==> config.mk <==
export PLATFORM = sky130hd
export DESIGN_NAME = ufesc_top
export DESIGN_NICKNAME = d
export VERILOG_FILES = /design/src/rtl/ufesc_pkg.sv /design/src/rtl/ufesc_irq_if.sv /design/src/rtl/ufesc_irq.sv /design/src/rtl/ufesc_fn_latch.sv /design/src/rtl/ufesc_top.sv
export SDC_FILE = /design/constraint.sdc
export NUM_CORES = 1
export LEC_CHECK = 0
export BUFFER_PORTS_ARGS = -buffer_cell sky130_fd_sc_hd__buf_2
export CAP_MARGIN = 0
export CORE_MARGIN = 5
export CORE_UTILIZATION = 40
export DETAILED_ROUTE_END_ITERATION = 10
export PLACE_DENSITY = 0.71
export SLEW_MARGIN = 15
export SYNTH_ARGS = -nofsm -noshare
export SYNTH_HDL_FRONTEND = slang
export SYNTH_SLANG_ARGS = --single-unit
==> constraint.sdc <==
create_clock -name clk -period 1.4 [get_ports clk]
set_input_delay 0.14 -clock clk [delete_from_list [all_inputs] [get_ports clk]]
set_output_delay 0.14 -clock clk [all_outputs]
set_load 0.02 [all_outputs]
==> src/rtl/ufesc_pkg.sv <==
// Shared constants and types for the frame, pull-up and EP0 stall block.
package ufesc_pkg;

  typedef logic [31:0] ufesc_addr_t;
  typedef logic [15:0] ufesc_data_t;

  // Register addresses.
  localparam ufesc_addr_t UFESC_FNH_ADDR    = 32'h5000_1824;
  localparam ufesc_addr_t UFESC_FNL_ADDR    = 32'h5000_1826;
  localparam ufesc_addr_t UFESC_PUTEST_ADDR = 32'h5000_183e;
  localparam ufesc_addr_t UFESC_EP0_ADDR    = 32'h5000_1840;
  localparam ufesc_addr_t UFESC_STAT_ADDR   = 32'h5000_18f0;
  localparam ufesc_addr_t UFESC_MASK_ADDR   = 32'h5000_18f2;

  // Frame number layout.
  localparam int UFESC_FN_W      = 11;
  localparam int UFESC_FN_LOW_W  = 8;
  localparam int UFESC_FN_HIGH_W = 3;

  // Pull-up test control fields.
  localparam int UFESC_PU_TEST_C_BIT  = 7;
  localparam int UFESC_PU_SW2_BIT     = 6;
  localparam int UFESC_PU_SW1_BIT     = 5;
  localparam int UFESC_PU_EN_BIT      = 4;
  localparam int UFESC_PU_SW1DM_BIT   = 2;
  localparam int UFESC_PU_TEST_A_BIT  = 1;
  localparam int UFESC_PU_TEST_B_BIT  = 0;
  localparam ufesc_data_t UFESC_PU_WMASK = 16'h0077;

  // Endpoint-0 control fields.
  localparam int UFESC_EP0_HALT_BIT = 7;

  // Interrupt event bits.
  localparam int UFESC_EVT_W         = 4;
  localparam int UFESC_EVT_IN_STALL  = 0;
  localparam int UFESC_EVT_OUT_STALL = 1;
  localparam int UFESC_EVT_SENT      = 2;
  localparam int UFESC_EVT_SETUP     = 3;

  // Values after reset.
  localparam ufesc_data_t UFESC_PU_RST    = 16'h0000;
  localparam logic        UFESC_HALT_RST  = 1'b0;
  localparam logic [UFESC_EVT_W-1:0] UFESC_EVT_RST = 4'h0;
  localparam ufesc_data_t UFESC_ZERO      = 16'h0000;

  typedef enum logic [1:0] {
    UFESC_TOK_OUT   = 2'h0,
    UFESC_TOK_IN    = 2'h1,
    UFESC_TOK_SETUP = 2'h2,
    UFESC_TOK_SOF   = 2'h3
  } ufesc_tok_e;

  typedef enum logic [2:0] {
    UFESC_ST_IDLE = 3'b001,
    UFESC_ST_WAIT = 3'b010,
    UFESC_ST_DONE = 3'b100
  } ufesc_state_e;

endpackage : ufesc_pkg

==> src/rtl/ufesc_irq_if.sv <==
// Interface between the register block and the sticky interrupt logic.
`timescale 1ns/100ps
interface ufesc_irq_if;
  import ufesc_pkg::*;
  logic [UFESC_EVT_W-1:0] evt_set;
  logic                   stat_rd_clr;
  logic                   mask_we;
  logic [UFESC_EVT_W-1:0] mask_wdata;
  logic [UFESC_EVT_W-1:0] status;
  logic [UFESC_EVT_W-1:0] mask;
  logic                   irq;

  modport regs (output evt_set, stat_rd_clr, mask_we, mask_wdata,
                input  status, mask, irq);
  modport sticky (input  evt_set, stat_rd_clr, mask_we, mask_wdata,
                  output status, mask, irq);
endinterface : ufesc_irq_if

==> src/rtl/ufesc_irq.sv <==
// Sticky event status, mask and level interrupt.
`timescale 1ns/100ps
module ufesc_irq (
  input wire logic    clk,
  input wire logic    rst_n,
  ufesc_irq_if.sticky bus
);
  import ufesc_pkg::*;

  logic [UFESC_EVT_W-1:0] status_reg;
  logic [UFESC_EVT_W-1:0] status_next;
  logic [UFESC_EVT_W-1:0] mask_reg;
  logic                   irq_reg;

  // A new event in the clearing read cycle survives the clear.
  assign status_next = (bus.stat_rd_clr ? UFESC_EVT_RST : status_reg)
                       | bus.evt_set;

  always_ff @(posedge clk or negedge rst_n) begin
    if (!rst_n) begin
      status_reg <= UFESC_EVT_RST;
      mask_reg   <= UFESC_EVT_RST;
      irq_reg    <= 1'b0;
    end else begin
      status_reg <= status_next;
      if (bus.mask_we) begin
        mask_reg <= bus.mask_wdata;
      end
      irq_reg <= |(status_next & (bus.mask_we ? bus.mask_wdata : mask_reg));
    end
  end

  assign bus.status = status_reg;
  assign bus.mask   = mask_reg;
  assign bus.irq    = irq_reg;
endmodule : ufesc_irq

==> src/rtl/ufesc_fn_latch.sv <==
// Holds the upper frame-number bits between a low-byte and a high read.
`timescale 1ns/100ps
module ufesc_fn_latch (
  input  wire logic                                 clk,
  input  wire logic                                 rst_n,
  input  wire logic [ufesc_pkg::UFESC_FN_HIGH_W-1:0] live_high,
  input  wire logic                                 low_read,
  input  wire logic                                 high_read,
  output logic      [ufesc_pkg::UFESC_FN_HIGH_W-1:0] view_high
);
  import ufesc_pkg::*;

  logic [UFESC_FN_HIGH_W-1:0] hold_reg;
  logic                       locked_reg;

  always_ff @(posedge clk or negedge rst_n) begin
    if (!rst_n) begin
      hold_reg   <= 3'h0;
      locked_reg <= 1'b0;
    end else if (low_read) begin
      hold_reg   <= live_high;
      locked_reg <= 1'b1;
    end else if (high_read) begin
      locked_reg <= 1'b0;
    end
  end

  // Without a preceding low read the live bits are shown.
  assign view_high = locked_reg ? hold_reg : live_high;
endmodule : ufesc_fn_latch

==> src/rtl/ufesc_top.sv <==
// Frame-number read port, pull-up test control and endpoint-0 stall logic.
//
// Local design decision: the strobed register port.
`timescale 1ns/100ps
// Function
// - Low frame register shows frame bits 7:0.
// - Low-byte read freezes high bits until high read.
// - High register holds top three frame bits.
// - High read without low read shows live bits.
// - Test enable bit 4 activates switch bits.
// - Bit 6 zero closes reduced pull-up switch.
// - Bit 5 zero enables plus-line pull-up.
// - Bit 2 zero enables minus-line pull-up.
// - Halt plus transmit enable stalls IN tokens.
// - Halt plus receive enable stalls OUT tokens.
// - SETUP tokens never get a STALL.
// - After STALL set receive-last and transmit-done flags.
module ufesc_top (
  input  wire logic                     clk,
  input  wire logic                     rst_n,
  input  wire ufesc_pkg::ufesc_addr_t   addr,
  input  wire ufesc_pkg::ufesc_data_t   wr_data,
  input  wire logic                     wr_en,
  input  wire logic                     rd_en,
  output ufesc_pkg::ufesc_data_t        rd_data,
  input  wire logic [10:0]              frame_number,
  input  wire logic                     token_valid,
  input  wire ufesc_pkg::ufesc_tok_e    token_kind,
  input  wire logic                     tx_fifo_en,
  input  wire logic                     rx_fifo_en,
  input  wire logic                     stall_sent,
  input  wire logic                     normal_dp_pullup_en,
  input  wire logic                     normal_dm_pullup_en,
  input  wire logic                     normal_reduced_pullup_en,
  output logic                          stall_req,
  output logic                          rx_last_set,
  output logic                          tx_done_set,
  output logic                          dp_pullup_en,
  output logic                          dm_pullup_en,
  output logic                          reduced_pullup_en,
  output logic                          irq
);
  import ufesc_pkg::*;

  // Reset release synchroniser.
  logic rst_meta_reg;
  logic rst_sync_reg;

  always_ff @(posedge clk or negedge rst_n) begin
    if (!rst_n) begin
      rst_meta_reg <= 1'b0;
      rst_sync_reg <= 1'b0;
    end else begin
      rst_meta_reg <= 1'b1;
      rst_sync_reg <= rst_meta_reg;
    end
  end

  wire rst_sync_n = rst_sync_reg;

  // Address decode.
  wire sel_fnh  = (addr == UFESC_FNH_ADDR);
  wire sel_fnl  = (addr == UFESC_FNL_ADDR);
  wire sel_pu   = (addr == UFESC_PUTEST_ADDR);
  wire sel_ep0  = (addr == UFESC_EP0_ADDR);
  wire sel_stat = (addr == UFESC_STAT_ADDR);
  wire sel_mask = (addr == UFESC_MASK_ADDR);

  wire rd_fnl  = rd_en && sel_fnl;
  wire rd_fnh  = rd_en && sel_fnh;
  wire rd_stat = rd_en && sel_stat;
  wire wr_pu   = wr_en && sel_pu;
  wire wr_ep0  = wr_en && sel_ep0;
  wire wr_mask = wr_en && sel_mask;

  // Software-visible control registers.
  ufesc_data_t pu_ctl_reg;
  logic        halt_reg;

  always_ff @(posedge clk or negedge rst_sync_n) begin
    if (!rst_sync_n) begin
      pu_ctl_reg <= UFESC_PU_RST;
      halt_reg   <= UFESC_HALT_RST;
    end else begin
      if (wr_pu) begin
        // Bit 7 is read-only and reserved bits are not stored.
        pu_ctl_reg <= wr_data & UFESC_PU_WMASK;
      end
      if (wr_ep0) begin
        halt_reg <= wr_data[UFESC_EP0_HALT_BIT];
      end
    end
  end

  // Frame number coherence.
  logic [UFESC_FN_HIGH_W-1:0] fn_high_view;

  ufesc_fn_latch u_fn_latch (
    .clk       (clk),
    .rst_n     (rst_sync_n),
    .live_high (frame_number[UFESC_FN_W-1:UFESC_FN_LOW_W]),
    .low_read  (rd_fnl),
    .high_read (rd_fnh),
    .view_high (fn_high_view)
  );

  // Pull-up switch control.
  wire pu_test = pu_ctl_reg[UFESC_PU_EN_BIT];
  wire dp_pu_next  = pu_test ? ~pu_ctl_reg[UFESC_PU_SW1_BIT]
                             : normal_dp_pullup_en;
  wire dm_pu_next  = pu_test ? ~pu_ctl_reg[UFESC_PU_SW1DM_BIT]
                             : normal_dm_pullup_en;
  wire red_pu_next = pu_test ? ~pu_ctl_reg[UFESC_PU_SW2_BIT]
                             : normal_reduced_pullup_en;

  always_ff @(posedge clk or negedge rst_sync_n) begin
    if (!rst_sync_n) begin
      dp_pullup_en      <= 1'b0;
      dm_pullup_en      <= 1'b0;
      reduced_pullup_en <= 1'b0;
    end else begin
      dp_pullup_en      <= dp_pu_next;
      dm_pullup_en      <= dm_pu_next;
      reduced_pullup_en <= red_pu_next;
    end
  end

  // Stall handshake sequencing.
  ufesc_state_e state_reg;
  ufesc_state_e state_next;

  wire is_in    = token_valid && (token_kind == UFESC_TOK_IN);
  wire is_out   = token_valid && (token_kind == UFESC_TOK_OUT);
  wire is_setup = token_valid && (token_kind == UFESC_TOK_SETUP);
  wire idle     = (state_reg == UFESC_ST_IDLE);
  wire take_in  = idle && is_in && halt_reg && tx_fifo_en;
  wire take_out = idle && is_out && halt_reg && rx_fifo_en;
  // A SETUP token never starts a stall, halted or not.
  wire setup_halted = is_setup && halt_reg;
  wire stall_take   = take_in || take_out;

  always_comb begin
    state_next = state_reg;
    unique case (state_reg)
      UFESC_ST_IDLE: begin
        if (stall_take) begin
          state_next = UFESC_ST_WAIT;
        end
      end
      UFESC_ST_WAIT: begin
        if (stall_sent) begin
          state_next = UFESC_ST_DONE;
        end
      end
      UFESC_ST_DONE: begin
        state_next = UFESC_ST_IDLE;
      end
      default: begin
        state_next = UFESC_ST_IDLE;
      end
    endcase
  end

  wire done_next = (state_next == UFESC_ST_DONE);

  always_ff @(posedge clk or negedge rst_sync_n) begin
    if (!rst_sync_n) begin
      state_reg   <= UFESC_ST_IDLE;
      stall_req   <= 1'b0;
      rx_last_set <= 1'b0;
      tx_done_set <= 1'b0;
    end else begin
      state_reg   <= state_next;
      stall_req   <= (state_next == UFESC_ST_WAIT);
      rx_last_set <= done_next;
      tx_done_set <= done_next;
    end
  end

  // Interrupt status and mask.
  ufesc_irq_if irq_bus ();

  assign irq_bus.evt_set = {setup_halted,
                            (state_reg == UFESC_ST_WAIT) && stall_sent,
                            take_out,
                            take_in};
  assign irq_bus.stat_rd_clr = rd_stat;
  assign irq_bus.mask_we     = wr_mask;
  assign irq_bus.mask_wdata  = wr_data[UFESC_EVT_W-1:0];
  assign irq                 = irq_bus.irq;

  ufesc_irq u_irq (
    .clk   (clk),
    .rst_n (rst_sync_n),
    .bus   (irq_bus)
  );

  // Read data mux; unmapped addresses read zero.
  wire ufesc_data_t fnl_view  =
      {8'h00, frame_number[UFESC_FN_LOW_W-1:0]};
  wire ufesc_data_t fnh_view  = {13'h0000, fn_high_view};
  wire ufesc_data_t ep0_view  = {8'h00, halt_reg, 7'h00};
  wire ufesc_data_t stat_view = {12'h000, irq_bus.status};
  wire ufesc_data_t mask_view = {12'h000, irq_bus.mask};

  wire ufesc_data_t rd_mux =
      sel_fnl  ? fnl_view   :
      sel_fnh  ? fnh_view   :
      sel_pu   ? pu_ctl_reg :
      sel_ep0  ? ep0_view   :
      sel_stat ? stat_view  :
      sel_mask ? mask_view  : UFESC_ZERO;

  always_ff @(posedge clk or negedge rst_sync_n) begin
    if (!rst_sync_n) begin
      rd_data <= UFESC_ZERO;
    end else if (rd_en) begin
      rd_data <= rd_mux;
    end else begin
      rd_data <= UFESC_ZERO;
    end
  end

endmodule : ufesc_top

After elaboration in Yosys (flattened, before gate mapping)
Cells that the tools add are included.
{ "totals": {"in_bits": 72, "register_bits": 46, "elab_cells": 72, "output_inout_bits": 23} }
{ "classes": {"reduce_logical": 21, "eq_ne": 12, "mux": 18, "bitwise": 5} }
{ "ops": {"columns": ["op", "count"], "rows": [
  ["$eq 32x31->1 const B", 6],
  ["$mux 8", 5],
  ["$logic_and 1x1->1", 17],
  ["$mux 4", 4],
  ["$mux 3", 3],
  ["$eq 3x2->1 const B", 2],
  ["$pmux 3 s2", 1],
  ["$mux 1", 5],
  ["$and 4x4->4", 1],
  ["$or 4x4->4", 1],
  ["$reduce_or 4->1", 1],
  ["$eq 3x1->1 const B", 1],
  ["$eq 3x3->1 const B", 1],
  ["$not 1->1", 3],
  ["$eq 2x1->1 const B", 1],
  ["$eq 2x2->1 const B", 1],
  ["$logic_not 2->1", 1],
  ["$reduce_bool 2->1", 1],
  ["$logic_or 1x1->1", 1]
]} }

Logic depth before layout (Yosys ltp)
{ "depth": {"ltp_word": 9, "depth_mapped": 7, "mapped_depth_nobuf": 6} }

Hierarchy
A second synthesis with hierarchy kept.
{ "unflattened": {"hier_cells": 185, "hier_area_um2": 2025.7} }
{ "modules_own_cells": {"columns": ["module", "area_each_um2", "seq_area_each_um2", "cells_each", "n_inst"], "rows": [
  ["ufesc_top", 1487.7, 626.9, 147, 1],
  ["ufesc_irq", 357.8, 225.2, 26, 1],
  ["ufesc_fn_latch", 180.2, 100.1, 12, 1]
]} }

Worst setup path before layout
OpenSTA, ideal clock, no wires.
{ "synth_path": {"path_type": "input -> register", "start": "input addr[20]", "end": "register u_irq.irq_reg (netlist: u_irq.bus.irq)", "setup_ns": 0.133, "cell_stages": 6, "slack_ns": -0.351, "path_buffers": 0, "t_arrival_ns": 1.618, "t_required_ns": 1.267, "path_cell_list": "nor4_1 -> nand2_2 -> nor4_4 -> mux2_4 -> a21boi_1 -> nand4b_1"} }
{ "synth_between": {"elab_chain_len": 6, "word_cells_on_any_way": 9, "cone_classes": "2 x eq/ne; 2 x mux; 2 x bitwise; 3 x reduce/logical"} }
{ "synth_rtl": {"columns": ["item", "line_no", "rtl"], "rows": [
  ["start, declared", "ufesc_top.sv:21", "input wire ufesc_pkg::ufesc_addr_t addr,"],
  ["$eq 32x31->1", "ufesc_top.sv:66", "wire sel_stat = (addr == UFESC_STAT_ADDR);"],
  ["$logic_and 1x1->1", "ufesc_top.sv:71", "wire rd_stat = rd_en && sel_stat;"],
  ["$mux 4", "ufesc_irq.sv:16", "assign status_next = (bus.stat_rd_clr ? UFESC_EVT_RST : status_reg)"],
  ["$or 4x4->4", "ufesc_irq.sv:17", "| bus.evt_set;"],
  ["$and 4x4->4 *", "ufesc_irq.sv:29", "irq_reg <= |(status_next & (bus.mask_we ? bus.mask_wdata : mask_reg));"],
  ["$reduce_or 4->1 *", "ufesc_irq.sv:29", null],
  ["end signal, assigned", "ufesc_irq.sv:29", null],
  ["end, declared", "ufesc_irq.sv:13", "logic irq_reg;"]
]} }
Mark *: on every way between the ends. The rest lies on a longest branch, timed or not.
A chain may end at the register's enable or synchronous reset.

Final worst setup path
{ "layout_path": {"start": "input addr[6]", "end": "register u_irq.irq_reg (netlist: u_irq.bus.irq)"} }
The elaborated chain is that of the path after synthesis.

==> results.sh <==
export IMPL_status="finished with violations"
export IMPL_violations="negative setup slack"
export IMPL_htreeDepth=2
export IMPL_cp_startpoint="addr[6]"
export IMPL_hold_worst_slack_ps=62.5
export IMPL_r2r_slack_ps=-50
export IMPL_ys_seq_area_frac=0.495
export IMPL_core_um2=4690
export IMPL_area_growth_syn_to_layout_pct=49.5
export IMPL_peakVddDrop_mv=0.565
export IMPL_final_layout_size_suffix_gt1_frac=0.611
export IMPL_slowest_stage="mux2_4"
export IMPL_layout_setup_ws_ps=-122
export IMPL_num_antenna_cells=0
export IMPL_synth_distinct_cells=44
export IMPL_holdCritPathClass="input pin to flip-flop"
export IMPL_postRouteAntennaNets=0
export IMPL_layout_nets=336
export IMPL_finalHoldViolCount=0
export IMPL_clock_sinks=38
export IMPL_numPortBuffers=78
export IMPL_cap_violations=0
export IMPL_wire_per_inst_um=15.9
export IMPL_cts_root_buf="clkbuf_8"
export IMPL_synthMuxAreaShare=0.105
export IMPL_final_common_cell="buf_2"
export IMPL_wl_um=5080
export IMPL_grt_pass1_vias=1626
export IMPL_synth_top_area_cell="dfrtp_1"
export IMPL_finClkSkew_ps=9.73
export IMPL_route_detailed_drc=0
export IMPL_critical_path_class="input pin to flip-flop"
export IMPL_die_area_um2=6290
export IMPL_grt_antenna_before_repair=0
export IMPL_synth_xor_area_share=0
export IMPL_synth_edf_count=0
export IMPL_final_cell_mix="buf_2, dfrtp_1, buf_4"
export IMPL_async_reset_ff_frac=1.00
export IMPL_synth_compound_area_frac=0.100
export IMPL_row_count=25
export IMPL_powerDensity_nw_per_um2=872
export IMPL_via_per_inst=5.21
export IMPL_yosys_area_top_type_share=0.482
export IMPL_num_io_pins=95
export IMPL_worstPathRequired_ps=1590
export IMPL_cts_buffers=5
export IMPL_start_kind="input pin"
export IMPL_ys_ff_latch=38
export IMPL_synth_simple_gate_area_frac=0.244
export IMPL_hpwl_um=3920
export IMPL_ys_flop_type="dfrtp_1"
export IMPL_grt_pass1_wl_um=7850
export IMPL_fillers=393
export IMPL_p_leak_uw=0.00146
export IMPL_vias=1661
export IMPL_final_min_clock_period_ps=1520
export IMPL_drt_initial_drc_count=84
export IMPL_holdPathStages=3
export IMPL_total_power_uw=2510
export IMPL_ys_warnings_count=0
export IMPL_syn_inst=160
export IMPL_grt_overflow_total=0
export IMPL_rsz0062_at_grt="yes"
export IMPL_start_util=0.410
export IMPL_largest_reg_flops=8
export IMPL_synth_area_um2=1920
export IMPL_fmax_ghz=0.657
export IMPL_hold_start="normal_dp_pullup_en"
export IMPL_clk_pin_slew_ps=80
export IMPL_slew_viol_final=0
export IMPL_clkLatencyLatePin_ps=300
export IMPL_synth_top_family_by_area="simple AND/OR/NAND/NOR gates"
export IMPL_crit_chain="buf_2 -> and4_1 -> nand4_1 -> nor4_4 -> buf_4 -> mux2_4 -> a21boi_2 -> nand4b_1"
export IMPL_dr_pass1_iters=7
export IMPL_place_congestion=0.739
export IMPL_grt_max_degree=37
export IMPL_cp_slowest_stage_delay_ps=310
export IMPL_ys_top_cells_by_area="dfrtp_1, mux2_2, nor4b_4"
export IMPL_die_w_um=79.3
export IMPL_crit_path_max_fanout=4
export IMPL_synth_area_per_cell_um2=12.0
export IMPL_tritoncts="yes"
export IMPL_fin_crit_sh=1.09
export IMPL_synthAdderAreaFrac=0
export IMPL_r2r_start="u_fn_latch.locked_reg"
export IMPL_dieHeight_um=79.3
export IMPL_setup_viol=7
export IMPL_grt_use_total=0.165
export IMPL_crit_arrival_ps=1710
export IMPL_reg2regPathDepth=4
export IMPL_endpoint_kind="flip-flop"
export IMPL_clockBufferDepth=2
[cells by family (layout without fill, tap and decap cells)]
family / Yosys count / count (layout)
muxes: 18 / 18
and+or+nand+nor: 59 / 59
other: 2 / 9
AOI/OAI and AO/OA: 26 / 26
buffers and inverters: 17 / 115
DFF: 38 / 38
[timing repair]
action | CTS | global route
endpoints found under the hold margin | 2 | 0
buffers inserted | 3 | 1
pin swaps | 7 | 12
hold buffers | 1 | 0
setup endpoints to repair | 16 | 19
resized for setup | 16 | 18
[critical path, delay by kind of cell]
| family | cells | cell delay (ps) |
|---|---|---|
| simple gates | 4 | 810 |
| buf+inv | 2 | 300 |
| mux | 1 | 310 |
| compound gates | 1 | 150 |
[per-layer routing]
metal / vias to the layer above / wire length, µm / track usage
met2: 63 / 2640 / 0.278
li1: 779 / - / -
met1: 809 / 2070 / 0.203
met3: 10 / 283 / 0.0374
met5: - / 0 / 0
met4: 0 / 91 / 0.0704
[stage by stage]
stage               cells  worst slack [ps]  setup TNS [ps]   util  cell area, µm²
CTS                   318              -115            -327  0.593            2780
global route          319              -186           -1060  0.612            2870
finish                319              -122            -378  0.612            2870
floorplan             167              -320           -2600      -            2010
global placement      307              -444           -7640  0.545            2560
detailed placement    307              -572           -9380  0.545            2560
[final cells by class]
| class | count | area, µm² | area share |
|---|---|---|---|
| Clock buffer | 5 | 68.8 | 0.0240 |
| Clock inverter | 3 | 68.8 | 0.0240 |
| Inverter | 4 | 15.0 | 0.00523 |
| Multi-Input combinational cell | 112 | 1060 | 0.370 |
| Sequential cell | 38 | 952 | 0.331 |
| Tap cell | 54 | 67.6 | 0.0235 |
| Timing Repair Buffer | 103 | 638 | 0.222 |
[power by group]
part	leakage (µW)	switching (µW)	total, µW	internal [µW]
combinational	0.000875	141	276	136
sequential	0.000516	2.39	1110	1100
clock	0.0000683	408	1120	714
total	0.00146	552	2510	1950
[path summary, 6_finish.rpt]
path                                       to
worst min register to register  u_irq.bus.irq
worst min-delay path             dp_pullup_en
worst max-delay path            u_irq.bus.irq
max in group asynchronous        state_reg[0]
worst max register to register     rd_data[0]
min in group asynchronous        rst_meta_reg
[Yosys cell counts, types with 2 or more instances]
master     count
dfrtp_1       37
mux2_2        14
nand2_1       10
buf_4          9
nand3_1        7
nor2b_1        7
a21oi_1        4
a22oi_1        4
clkbuf_1       4
inv_1          4
a21o_1         3
mux2i_1        3
nand4b_1       3
nor2_1         3
nor3_1         3
nor4_1         3
nor4b_4        3
o21ai_0        3
a211o_1        2
a21boi_1       2
a222oi_1       2
and2_1         2
conb_1         2
nand3b_1       2
nand4_1        2
nor4_4         2
nor4b_1        2
o2bb2ai_1      2
No activity file was read; power rests on OpenSTA's default activity.
